<file path="config.mk">
export PLATFORM = sky130hd
export DESIGN_NAME = mpc_clock_ctl
export DESIGN_NICKNAME = d
export VERILOG_FILES = /design/src/mpc_pkg.sv /design/src/mpc_phase_chan.sv /design/src/mpc_clock_ctl.sv
export SDC_FILE = /design/constraint.sdc
export NUM_CORES = 1
export LEC_CHECK = 0
export BUFFER_PORTS_ARGS = -buffer_cell sky130_fd_sc_hd__buf_4
export CAP_MARGIN = 20
export CORE_ASPECT_RATIO = 0.5
export CORE_MARGIN = 1.5
export CORE_UTILIZATION = 30
export CTS_CLUSTER_DIAMETER = 30
export DETAILED_ROUTE_END_ITERATION = 8
export GPL_TIMING_DRIVEN = 0
export HOLD_SLACK_MARGIN = 0.06
export PLACE_DENSITY_LB_ADDON = 0.3
export SLEW_MARGIN = 0
export SYNTH_ARGS = -nofsm -noshare
export SYNTH_HDL_FRONTEND = slang
export SYNTH_HIERARCHICAL = 1
export SYNTH_SLANG_ARGS = --single-unit
</file>
<file path="constraint.sdc">
create_clock -name clock -period 18.6 [get_ports clock]
set_input_delay 1.86 -clock clock [delete_from_list [all_inputs] [get_ports clock]]
set_output_delay 1.86 -clock clock [all_outputs]
set_load 0.01 [all_outputs]
</file>
<file path="src/mpc_pkg.sv">
// Shared constants, lookup tables and types for the multiphase clock output control
package mpc_pkg;

   // Decoded three-level pin codes; an unknown code reads as MID like a floating pin
   localparam logic [1:0] LVL_LOW = 2'h0;
   localparam logic [1:0] LVL_MID = 2'h1;
   localparam logic [1:0] LVL_HIGH = 2'h2;
   localparam logic [1:0] LVL_FLOAT = 2'h3;

   // Datapath widths: phase position counter and signed skew
   localparam int PW = 10;
   localparam int SW = 6;
   localparam int SYNC_W = 36;

   // Skew units per base period for each range
   localparam logic [5:0] N_LOW = 6'h20;
   localparam logic [5:0] N_MID = 6'h10;
   localparam logic [5:0] N_HIGH = 6'h08;

   // Base rate bands in MHz
   localparam logic [7:0] BAND_LOW_MIN = 8'h18;
   localparam logic [7:0] BAND_LOW_MAX = 8'h34;
   localparam logic [7:0] BAND_MID_MIN = 8'h30;
   localparam logic [7:0] BAND_MID_MAX = 8'h64;
   localparam logic [7:0] BAND_HIGH_MIN = 8'h60;
   localparam logic [7:0] BAND_HIGH_MAX = 8'hC8;

   // Divide ratios and bank skews indexed by high code times three plus low code; feedback skews by its single code
   localparam logic [3:0] DIV_TAB [9] = '{4'h1, 4'h2, 4'h3, 4'h4, 4'h5, 4'h6, 4'h8, 4'hA, 4'hC};
   localparam logic signed [SW-1:0] B1_SKEW [9] = '{6'h3C, 6'h3D, 6'h3E, 6'h3F, 6'h00, 6'h01, 6'h02, 6'h03, 6'h04};
   localparam logic signed [SW-1:0] B2_SKEW [9] = '{6'h38, 6'h39, 6'h3A, 6'h00, 6'h00, 6'h00, 6'h06, 6'h07, 6'h08};
   localparam logic signed [SW-1:0] FB_SKEW [3] = '{6'h3C, 6'h00, 6'h04};
   localparam logic [3:0] IDX_FOLLOW_A = 4'h3;
   localparam logic [3:0] IDX_FOLLOW_B = 4'h5;

   // Lock detector thresholds and phase error window
   localparam logic [2:0] LOCK_DROP_CNT = 3'h4;
   localparam logic [5:0] LOCK_RISE_CNT = 6'h20;
   localparam int CLK_PERIOD_PS = 10000;
   localparam int LOCK_WIN_PS = 50000;
   localparam int LOCK_WIN_CYC_I = (LOCK_WIN_PS / CLK_PERIOD_PS) < 1 ? 1 : LOCK_WIN_PS / CLK_PERIOD_PS;
   localparam logic [7:0] LOCK_WIN_CYC = 8'(LOCK_WIN_CYC_I);

   // Disable state of one output bank
   typedef enum logic [2:0] {
      BK_RUN = 3'h1,
      BK_PARK = 3'h2,
      BK_HIZ = 3'h4
   } mpc_bank_st_t;

   function automatic logic [1:0] mpc_lvl(input logic [1:0] pin);
      return (pin == LVL_FLOAT) ? LVL_MID : pin;
   endfunction : mpc_lvl

   function automatic logic [3:0] mpc_idx(input logic [1:0] hi, input logic [1:0] lo);
      return 4'({2'h0, mpc_lvl(hi)} * 4'h3) + {2'h0, mpc_lvl(lo)};
   endfunction : mpc_idx

endpackage : mpc_pkg

</file>
<file path="src/mpc_phase_chan.sv">
// One phase group: divides the skew-unit tick stream and applies a start offset
`timescale 1ns/1ps
module mpc_phase_chan
   import mpc_pkg::*;
(
   input wire logic clock,                   // System clock
   input wire logic srst,                    // Synchronous reset
   input wire logic ce,                      // Clock enable, freezes state when low
   input wire logic tick,                    // One skew unit elapsed
   input wire logic load,                    // Realign to the common phase origin
   input wire logic [3:0] div_ratio,         // Divide ratio of the base rate
   input wire logic [5:0] n_fac,             // Skew units per base period
   input wire logic signed [SW-1:0] skew,    // Effective skew in units
   output logic level_q                      // Group clock level
);

   logic [PW-1:0] per_w;
   logic [PW-1:0] half_w;
   logic [PW-1:0] start_w;
   logic [PW-1:0] pos_q;
   logic signed [PW+1:0] st_w;
   logic signed [PW+1:0] per_s;

   // Period in units and its high half; odd periods spend one unit less high
   assign per_w = PW'(div_ratio) * PW'(n_fac);
   assign half_w = per_w >> 1;
   assign per_s = $signed({2'h0, per_w});

   // Start position is minus the skew modulo the period, so later skew lags the origin
   always_comb begin
      st_w = $signed({1'b0, per_w, 1'b0}) - $signed({{(PW+2-SW){skew[SW-1]}}, skew});
      for (int k = 0; k < 3; k++) begin
         if (st_w >= per_s) begin
            st_w = st_w - per_s;
         end
      end
      start_w = st_w[PW-1:0];
   end

   // Position counter wraps once per divided period
   always_ff @(posedge clock) begin
      if (srst) begin
         pos_q <= '0;
      end else if (ce) begin
         if (load) begin
            pos_q <= start_w;
         end else if (tick) begin
            pos_q <= (pos_q == per_w - PW'(1)) ? '0 : pos_q + PW'(1);
         end
      end
   end

   // Ratio one gives the base rate itself on this group
   always_ff @(posedge clock) begin
      if (srst) begin
         level_q <= 1'b0;
      end else if (ce) begin
         level_q <= (pos_q < half_w);
      end
   end

endmodule : mpc_phase_chan

</file>
<file path="src/mpc_clock_ctl.sv">
// Top level of the multiphase clock output control: selects, banks, disables, lock
// What this block does
// - Reference may switch live; output periods never shrink while lock is regained.
// - Range select sets the base rate band: 24-52, 48-100 or 96-200 MHz.
// - Skew unit is one over base rate times N; N is 32, 16, 8.
// - Bank one and bank two divide ratios come from their own divider pairs.
// - Four phase groups: bank1 outputs 0-1, bank1 outputs 2-3, all of bank two, feedback.
// - Bank one phase pairs give skews minus four to plus four units.
// - Bank two pair gives -8,-7,-6, follow A, 0, follow B, +6,+7,+8.
// - Feedback phase select gives -4, 0 or +4 units only.
// - Each divider pair divides by 1, 2, 3, 4, 5, 6, 8, 10 or 12.
// - Feedback rising edges align with reference rising edges.
// - Nonzero feedback skew shifts every output by its negation.
// - An undivided output carries the base rate.
// - Each bank has its own disable; the disabled state depends on mode.
// - Disable low with mode high or low: bank toggles normally.
// - Disable high with mode high: bank goes high impedance.
// - Disable high with mode low: bank parks low within six output cycles.
// - Parking forces each output low only at its own falling edge.
// - Reference choice low picks pair A, high picks pair B; default low.
// - Mode MID is factory test: reference level clocks outputs, disables ignored.
// - Lock drops after four error cycles, rises after 32 clean feedback cycles.
`timescale 1ns/1ps
module mpc_clock_ctl
   import mpc_pkg::*;
(
   input wire logic clock,                  // System clock, 100 MHz
   input wire logic srst,                   // Synchronous reset, active high
   input wire logic ce,                     // Clock enable
   input wire logic ref_pair_a,             // Reference pair A level
   input wire logic ref_pair_b,             // Reference pair B level
   input wire logic ref_choice,             // Reference choice, low picks A
   input wire logic feedback_in,            // Feedback input level
   input wire logic [1:0] range_select,     // Range select code
   input wire logic [7:0] bank1_phase_sel,  // Bank one phase selects 0..3
   input wire logic [3:0] bank2_phase_sel,  // Bank two phase selects 0..1
   input wire logic [1:0] fb_phase_sel,     // Feedback phase select
   input wire logic [3:0] bank1_div_sel,    // Bank one divider selects
   input wire logic [3:0] bank2_div_sel,    // Bank two divider selects
   input wire logic [3:0] fb_div_sel,       // Feedback divider selects
   input wire logic [1:0] bank_off_ctl,     // Per bank disable, bit 0 bank one
   input wire logic [1:0] mode_sel,         // Disable mode select code
   output logic [3:0] bank1_clk,            // Bank one clocks
   output logic [5:0] bank2_clk,            // Bank two clocks
   output logic bank1_oe_n,                 // Bank one enable, low drives
   output logic bank2_oe_n,                 // Bank two enable, low drives
   output logic fb_clk_out,                 // Feedback clock output
   output logic lock_out,                   // Lock indicator
   output logic test_active,                // Factory test mode active
   output logic [5:0] skew_n,               // Units per base period
   output logic [7:0] band_min_mhz,         // Band lower bound in MHz
   output logic [7:0] band_max_mhz          // Band upper bound in MHz
);

   logic [SYNC_W-1:0] pin_w;
   logic [SYNC_W-1:0] sync1_q;
   logic [SYNC_W-1:0] sync2_q;
   logic ra_s, rb_s, rc_s, fb_s;
   logic [1:0] range_s, fbp_s, off_s, mode_s;
   logic [7:0] b1p_s;
   logic [3:0] b2p_s, b1d_s, b2d_s, fbd_s;
   logic [1:0] range_w, mode_w;
   logic test_w;
   logic [5:0] n_w;
   logic [3:0] idx_a, idx_b, idx_c;
   logic signed [SW-1:0] sk_a, sk_b, sk_c, sk_f;
   logic [3:0] div_ar [4];
   logic signed [SW-1:0] sk_ar [4];
   logic [3:0] lvl_w;
   logic [9:0] src_w;
   logic [SYNC_W-9:0] cfg_q;
   logic load_q;
   logic ref_w, ref_prev_q, fb_prev_q;
   logic ref_rise, fb_rise, fb_err, tick_w;
   logic [7:0] since_ref_q;
   logic [2:0] err_cnt_q;
   logic [5:0] ok_cnt_q;
   logic lock_q;
   logic [9:0] out_q;
   logic [9:0] parked_q;
   logic [1:0] oe_n_q;
   logic fb_out_q, test_q;
   logic [5:0] n_q;
   logic [7:0] bmin_q, bmax_q;
   mpc_bank_st_t st_d [2];
   mpc_bank_st_t st_q [2];

   // All pins are asynchronous to clock and pass two flops before use
   assign pin_w = {ref_pair_a, ref_pair_b, ref_choice, feedback_in, range_select, bank1_phase_sel,
                   bank2_phase_sel, fb_phase_sel, bank1_div_sel, bank2_div_sel, fb_div_sel,
                   bank_off_ctl, mode_sel};
   always_ff @(posedge clock) begin
      if (srst) begin
         sync1_q <= '0;
         sync2_q <= '0;
      end else if (ce) begin
         sync1_q <= pin_w;
         sync2_q <= sync1_q;
      end
   end
   assign {ra_s, rb_s, rc_s, fb_s, range_s, b1p_s, b2p_s, fbp_s, b1d_s, b2d_s, fbd_s, off_s, mode_s} = sync2_q;

   // Level decode; mode MID means factory test
   assign range_w = mpc_lvl(range_s);
   assign mode_w = mpc_lvl(mode_s);
   assign test_w = (mode_w == LVL_MID);

   // Units per base period for the selected range
   always_comb begin
      unique case (range_w)
         LVL_LOW: n_w = N_LOW;
         LVL_MID: n_w = N_MID;
         default: n_w = N_HIGH;
      endcase
   end

   // Band reported for the selected range
   always_ff @(posedge clock) begin
      if (srst) begin
         bmin_q <= BAND_LOW_MIN;
         bmax_q <= BAND_LOW_MAX;
         n_q <= N_LOW;
      end else if (ce) begin
         n_q <= n_w;
         unique case (range_w)
            LVL_LOW: begin
               bmin_q <= BAND_LOW_MIN;
               bmax_q <= BAND_LOW_MAX;
            end
            LVL_MID: begin
               bmin_q <= BAND_MID_MIN;
               bmax_q <= BAND_MID_MAX;
            end
            default: begin
               bmin_q <= BAND_HIGH_MIN;
               bmax_q <= BAND_HIGH_MAX;
            end
         endcase
      end
   end

   // Phase table lookup per group; bank two may borrow a bank one setting
   assign idx_a = mpc_idx(b1p_s[3:2], b1p_s[1:0]);
   assign idx_b = mpc_idx(b1p_s[7:6], b1p_s[5:4]);
   assign idx_c = mpc_idx(b2p_s[3:2], b2p_s[1:0]);
   assign sk_a = B1_SKEW[idx_a];
   assign sk_b = B1_SKEW[idx_b];
   assign sk_f = FB_SKEW[mpc_lvl(fbp_s)];
   always_comb begin
      if (idx_c == IDX_FOLLOW_A) begin
         sk_c = sk_a;
      end else if (idx_c == IDX_FOLLOW_B) begin
         sk_c = sk_b;
      end else begin
         sk_c = B2_SKEW[idx_c];
      end
   end

   // The feedback group defines the origin, so every other skew is taken relative to it
   assign sk_ar[0] = sk_a - sk_f;
   assign sk_ar[1] = sk_b - sk_f;
   assign sk_ar[2] = sk_c - sk_f;
   assign sk_ar[3] = '0;
   assign div_ar[0] = DIV_TAB[mpc_idx(b1d_s[3:2], b1d_s[1:0])];
   assign div_ar[1] = div_ar[0];
   assign div_ar[2] = DIV_TAB[mpc_idx(b2d_s[3:2], b2d_s[1:0])];
   assign div_ar[3] = DIV_TAB[mpc_idx(fbd_s[3:2], fbd_s[1:0])];

   // Range, phase and divider selects are static; any change of them realigns every group together rather than drifting
   always_ff @(posedge clock) begin
      if (srst) begin
         cfg_q <= '0;
         load_q <= 1'b1;
      end else if (ce) begin
         cfg_q <= sync2_q[SYNC_W-5:4];
         load_q <= (sync2_q[SYNC_W-5:4] != cfg_q);
      end
   end

   // Reference choice and edge detection on the synchronised levels
   assign ref_w = rc_s ? rb_s : ra_s;
   assign ref_rise = ref_w && !ref_prev_q;
   assign fb_rise = fb_s && !fb_prev_q;
   always_ff @(posedge clock) begin
      if (srst) begin
         ref_prev_q <= 1'b0;
         fb_prev_q <= 1'b0;
      end else if (ce) begin
         ref_prev_q <= ref_w;
         fb_prev_q <= fb_s;
      end
   end

   // Phase generator runs from the local clock, so a reference swap cannot shorten a period;
   // in test mode the reference itself clocks the dividers
   assign tick_w = test_w ? ref_rise : 1'b1;

   // Four phase groups: bank one low pair, bank one high pair, bank two, feedback
   generate
      for (genvar g = 0; g < 4; g++) begin : g_grp
         mpc_phase_chan u_chan (
            .clock(clock),
            .srst(srst),
            .ce(ce),
            .tick(tick_w),
            .load(load_q),
            .div_ratio(div_ar[g]),
            .n_fac(n_w),
            .skew(sk_ar[g]),
            .level_q(lvl_w[g])
         );
      end
   endgenerate
   assign src_w = {{6{lvl_w[2]}}, lvl_w[1], lvl_w[1], lvl_w[0], lvl_w[0]};

   // Bank disable state; test mode ignores the disables
   generate
      for (genvar b = 0; b < 2; b++) begin : g_bank
         always_comb begin
            if (test_w || !off_s[b]) begin
               st_d[b] = BK_RUN;
            end else if (mode_w == LVL_HIGH) begin
               st_d[b] = BK_HIZ;
            end else begin
               st_d[b] = BK_PARK;
            end
         end
         always_ff @(posedge clock) begin
            if (srst) begin
               st_q[b] <= BK_RUN;
               oe_n_q[b] <= 1'b0;
            end else if (ce) begin
               st_q[b] <= st_d[b];
               oe_n_q[b] <= (st_d[b] == BK_HIZ);
            end
         end
      end
   endgenerate

   // Per output parking: park and restart only while the source is low, so no pulse is cut; high impedance parks at once
   generate
      for (genvar i = 0; i < 10; i++) begin : g_out
         localparam int BK = (i < 4) ? 0 : 1;
         always_ff @(posedge clock) begin
            if (srst) begin
               parked_q[i] <= 1'b0;
            end else if (ce) begin
               if (st_q[BK] == BK_HIZ) begin
                  parked_q[i] <= 1'b1;
               end else if (!src_w[i]) begin
                  parked_q[i] <= (st_q[BK] == BK_PARK);
               end
            end
         end
         always_ff @(posedge clock) begin
            if (srst) begin
               out_q[i] <= 1'b0;
            end else if (ce) begin
               out_q[i] <= src_w[i] && !parked_q[i];
            end
         end
      end
   endgenerate

   // Phase error when feedback rises too long after the last reference edge; a pair of edges
   // in one cycle is aligned, because ref_rise masks the error while the counter still holds the previous interval
   assign fb_err = !ref_rise && (since_ref_q > LOCK_WIN_CYC);
   always_ff @(posedge clock) begin
      if (srst) begin
         since_ref_q <= 8'hFF;
      end else if (ce) begin
         if (ref_rise) begin
            since_ref_q <= 8'h00;
         end else if (since_ref_q != 8'hFF) begin
            since_ref_q <= since_ref_q + 8'h01;
         end
      end
   end

   // Lock hysteresis: a short burst of errors drops it, a long clean run restores it
   always_ff @(posedge clock) begin
      if (srst) begin
         err_cnt_q <= 3'h0;
         ok_cnt_q <= 6'h00;
         lock_q <= 1'b0;
      end else if (ce && fb_rise) begin
         if (fb_err) begin
            ok_cnt_q <= 6'h00;
            err_cnt_q <= (err_cnt_q == LOCK_DROP_CNT) ? err_cnt_q : err_cnt_q + 3'h1;
            if (err_cnt_q + 3'h1 >= LOCK_DROP_CNT) begin
               lock_q <= 1'b0;
            end
         end else begin
            err_cnt_q <= 3'h0;
            ok_cnt_q <= (ok_cnt_q == LOCK_RISE_CNT) ? ok_cnt_q : ok_cnt_q + 6'h01;
            if (ok_cnt_q + 6'h01 >= LOCK_RISE_CNT) begin
               lock_q <= 1'b1;
            end
         end
      end
   end

   // Feedback output and mode flag
   always_ff @(posedge clock) begin
      if (srst) begin
         fb_out_q <= 1'b0;
         test_q <= 1'b0;
      end else if (ce) begin
         fb_out_q <= lvl_w[3];
         test_q <= test_w;
      end
   end

   assign bank1_clk = out_q[3:0];
   assign bank2_clk = out_q[9:4];
   assign bank1_oe_n = oe_n_q[0];
   assign bank2_oe_n = oe_n_q[1];
   assign fb_clk_out = fb_out_q;
   assign lock_out = lock_q;
   assign test_active = test_q;
   assign skew_n = n_q;
   assign band_min_mhz = bmin_q;
   assign band_max_mhz = bmax_q;

   // Checks on the outputs against their causes
   hiz_enable_a: assert property (@(posedge clock) disable iff (srst)
      (ce && off_s[0] && mode_w == LVL_HIGH) |=> bank1_oe_n)
      else $error("bank one not high impedance while disabled in high mode");

   park_settle_a: assert property (@(posedge clock) disable iff (srst)
      (ce && st_q[1] == BK_PARK && !src_w[4]) |=> parked_q[4] ##1 (!bank2_clk[0] || !ce))
      else $error("bank two output did not settle low when parked");

   park_no_rise_a: assert property (@(posedge clock) disable iff (srst)
      (ce && st_q[0] == BK_PARK && st_d[0] == BK_PARK && parked_q[2] && !bank1_clk[2]) |=> !bank1_clk[2])
      else $error("parked bank one output started a new pulse");

   run_follow_a: assert property (@(posedge clock) disable iff (srst)
      (ce && st_q[1] == BK_RUN && !parked_q[5]) |=> (bank2_clk[1] == $past(src_w[5])))
      else $error("running bank two output does not follow its group");

   lock_drop_a: assert property (@(posedge clock) disable iff (srst)
      (ce && lock_q && fb_rise && fb_err && err_cnt_q == 3'h3) |=> !lock_out)
      else $error("lock did not drop after four error cycles");

   lock_rise_a: assert property (@(posedge clock) disable iff (srst)
      $rose(lock_out) |-> ($past(ok_cnt_q) == 6'h1F && !$past(fb_err)))
      else $error("lock rose without 32 clean feedback cycles");

   test_run_a: assert property (@(posedge clock) disable iff (srst)
      (ce && test_w) |=> (st_q[0] == BK_RUN && st_q[1] == BK_RUN && !bank1_oe_n))
      else $error("bank disabled while in factory test");

   test_hold_a: assert property (@(posedge clock) disable iff (srst)
      (ce && !tick_w && !load_q)[*3] |=> $stable(fb_clk_out))
      else $error("feedback output moved without a reference edge");

   range_n_a: assert property (@(posedge clock) disable iff (srst)
      (ce && range_w == LVL_HIGH) ##1 ce |-> (skew_n == N_HIGH))
      else $error("skew unit factor wrong for high range");

   lock_seen_c: cover property (@(posedge clock) disable iff (srst) $rose(lock_out));
   park_seen_c: cover property (@(posedge clock) disable iff (srst)
      st_q[0] == BK_PARK && parked_q[0] && parked_q[3]);
   hiz_seen_c: cover property (@(posedge clock) disable iff (srst) $rose(bank2_oe_n));
   test_seen_c: cover property (@(posedge clock) disable iff (srst) test_active && ref_rise);

endmodule : mpc_clock_ctl

</file>
==> results.cfg <==
[cts]
cts_root_buf = clkbuf_16
cts_resized = 0
clockBufferDepth = 2
clock_latency_ns = 0.47
cts_tree = done
clock-sinks = 186
htree_levels = 4
numCtsBuffers = 17
cts.clk_slew.worst_paths_ns = 0.09
postCtsSetupRepairBufs = 0
cts-hold-fix-buffers = 0

[flow_run]
maxCapViolCount = 0

[drt]
viasPerCell = 5.037
drt_iter0_markers = 1165
drc = 0
dr_total_vias = 20350
routed_wl_um = 61250
avgRoutedWirePerCell_um = 15.16
first_pass_iters = 7
ant_nets = 0

[synthesis]
synth_cell_type_count = 110
synth_seq_cells = 186
seq_area_frac_synth_pct = 16.27
synthCells = 2847
synth-edff-count = 6
syn_avg_cell_area_sq_um = 8.166
yosysWarnings = 6
synth_area_sq_um = 23250
ys.flop_type = dfxtp_1
async_flop_share_pct = 0

[grt]
grt_max_degree = 32
gr-total-overflow = 0
grt_pass1_vias = 19730
grt_usage_pct = 15.57
grt_pass1_wl_um = 101300
antenna_found_initial = 1

[sta]
worst_slew_pin_slew_ns = 1.140
clock-skew-final_ns = 0.01731
setup_slack_ns = 4.979
fmax_mhz = 73.42
setup_tns_ns = 0
maxSlewHeadroom_pct = 24.01
rsz0062_at_grt = no
setup_viol = 0
post-route-period-util_pct = 73.23
finalHoldViolCount = 0
min_period_ns = 13.62
slew_viol_final = 0

[floorplanning]
rows = 71
initial_core_util_pct = 30.61
die_y_um = 199.8
die_w_um = 396.7
ios = 76
dieArea_sq_um = 79280
core_sq_um = 75950

[worst_hold_path]
worstHoldEndpoint = bank1_oe_n
min_from = bank1_oe_n
hold_depth = 1
hp-class = reg -> reg

[placement]
portBuffers = 66
place_congestion = 0.8747
dp_hpwl_um = 49170
preCtsSetupSlack_ns = 5.147
dpl.cell_count = 4004
post_dp_cell_area_sq_um = 25290

[cells_and_area]
fin_nets = 3393
drive_gt1_share_pct = 8.949
fill_cells = 7981
mostFrequentLayoutCells = 296 x ha_1, 285 x nor2_1, 194 x inv_1
final_common_cell = ha_1
fin_area_sq_um = 25910
stdcell_count = 4040
area_delta_synth_final_pct = 11.44

[setup_path]
cp.arrival_ns = 13.99
worstRegToRegCells = 45
cp_data_required_time_ns = 18.97
timing.rr.start = sync2_q[14]
critPathMaxStageDelay_ns = 0.82
ff2ff_setup_slack_ns = 4.98
path_max_fanout = 12
reg2reg_to = g_grp[1].u_chan/pos_q[3]
slowest_stage = xor2_1
cp-start-kind = flop
cp-end-kind = flop
crit_type = reg -> reg
cp-startpoint = sync2_q[14]
path_common_cell = ha_1

[status]
status = finished, final reports clean
[state kept, by name (all words and copies together) (netlist names), 2 cells and up]
signal	cells
bank1_clk	2
g_grp.u_chan/level_q	4
st_q	6
skew_n	2
ok_cnt_q	6
sync2_q	36
g_grp.u_chan/pos_q	40
band_max_mhz	3
err_cnt_q	3
cfg_q	28
since_ref_q	8
sync1_q	36
parked_q	3
[cells in the mapped netlist, types with 25 or more instances]
cell type  number  share of area (%)
a21oi_1       149                3.2
xnor2_1       140                5.3
inv_1         194                3.1
and2_1         55                1.5
nor2b_1        62                1.7
o21ai_0       141                3.0
fa_1           54                4.6
nand4_1        46                1.2
o211ai_1       27               0.87
mux2_2         66                3.2
nand2_1       188                3.0
clkbuf_1       51               0.82
ha_1          296                 16
o21a_1         39                1.3
nor3_1         48                1.0
nand3_1        43               0.93
nand2b_1       60                1.6
xor2_1         89                3.4
and3_1         26               0.70
a211oi_1       30               0.97
dfxtp_1       180                 15
mux2i_1       146                6.3
nor2_1        285                4.6
a21o_1         64                2.1
buf_4          25               0.81
[cells by family (layout without fill, tap and decap cells)]
| logic type | after synthesis | after routing | share of synthesized area [%] |
|---|---|---|---|
| AOI/OAI and AO/OA | 651 | 651 | 19.21 |
| xor gates and xnor gates | 235 | 235 | 9.214 |
| adders and majority gates | 350 | 350 | 20.58 |
| buffers and inverters | 286 | 388 | 5.210 |
| DFF | 186 | 186 | 16.27 |
| muxes | 216 | 216 | 9.714 |
| other | 1 | 70 | 0.01613 |
| and+or+nand+nor | 922 | 922 | 19.78 |
[worst max-delay path, delay by kind of cell, from the launching register on]
family / cells / cell delay (ns)
buffers and inverters: 4 / 0.67
muxes: 4 / 1.23
AOI/OAI and AO/OA: 19 / 4.84
DFF: 1 / 0.38
adders and majority gates: 10 / 3.64
and+or+nand+nor: 6 / 1.70
xor gates and xnor gates: 2 / 1.03
[area by class of cell]
type                            count  area (sq um)  area share [%]
Multi-Input combinational cell   2443         18510           71.44
Sequential cell                   186          3784           14.60
Tap cell                         1022          1279           4.936
Inverter                          194         728.2           2.811
Timing Repair Buffer               70         529.3           2.043
Buffer                             92         483.0           1.864
Clock buffer                       18         429.2           1.657
Clock inverter                     14         163.9          0.6327
Antenna cell                        1         2.502        0.009659
[metal layers]
layer  GRT usage, %  vias up  wire, um
met2          26.79      272     28200
li1               -    10410         -
met3          1.063       58      1501
met4          3.661        0      1000
met1          21.29     9605     30550
met5              0        -         0
[worst max-delay path by stage]
| stage | to | slack [ns] | depth (start not counted) |
|---|---|---|---|
| after floorplan | g_grp[0].u_chan/pos_q[0] | 7.39 | 43 |
| after global placement | g_grp[1].u_chan/pos_q[3] | 5.25 | 45 |
| final | g_grp[1].u_chan/pos_q[3] | 4.98 | 45 |
| after CTS | g_grp[1].u_chan/pos_q[3] | 5.14 | 45 |
| after global routing | g_grp[1].u_chan/pos_q[3] | 4.20 | 45 |
| after detailed placement | g_grp[1].u_chan/pos_q[3] | 5.15 | 45 |
[metrics by stage]
step | hold WS (ns) | utilization, %
2_1_floorplan | 0.4387 | -
3_3_place_gp | 0.4482 | 33.28
3_5_place_dp | 0.4474 | 33.30
4_1_cts | 0.4696 | 34.08
5_1_grt | 0.4800 | 34.11
6_report | 0.4668 | 34.11
Power is not shown: default switching activity piles up to over one toggle a cycle in this logic, so the estimate is an artifact.
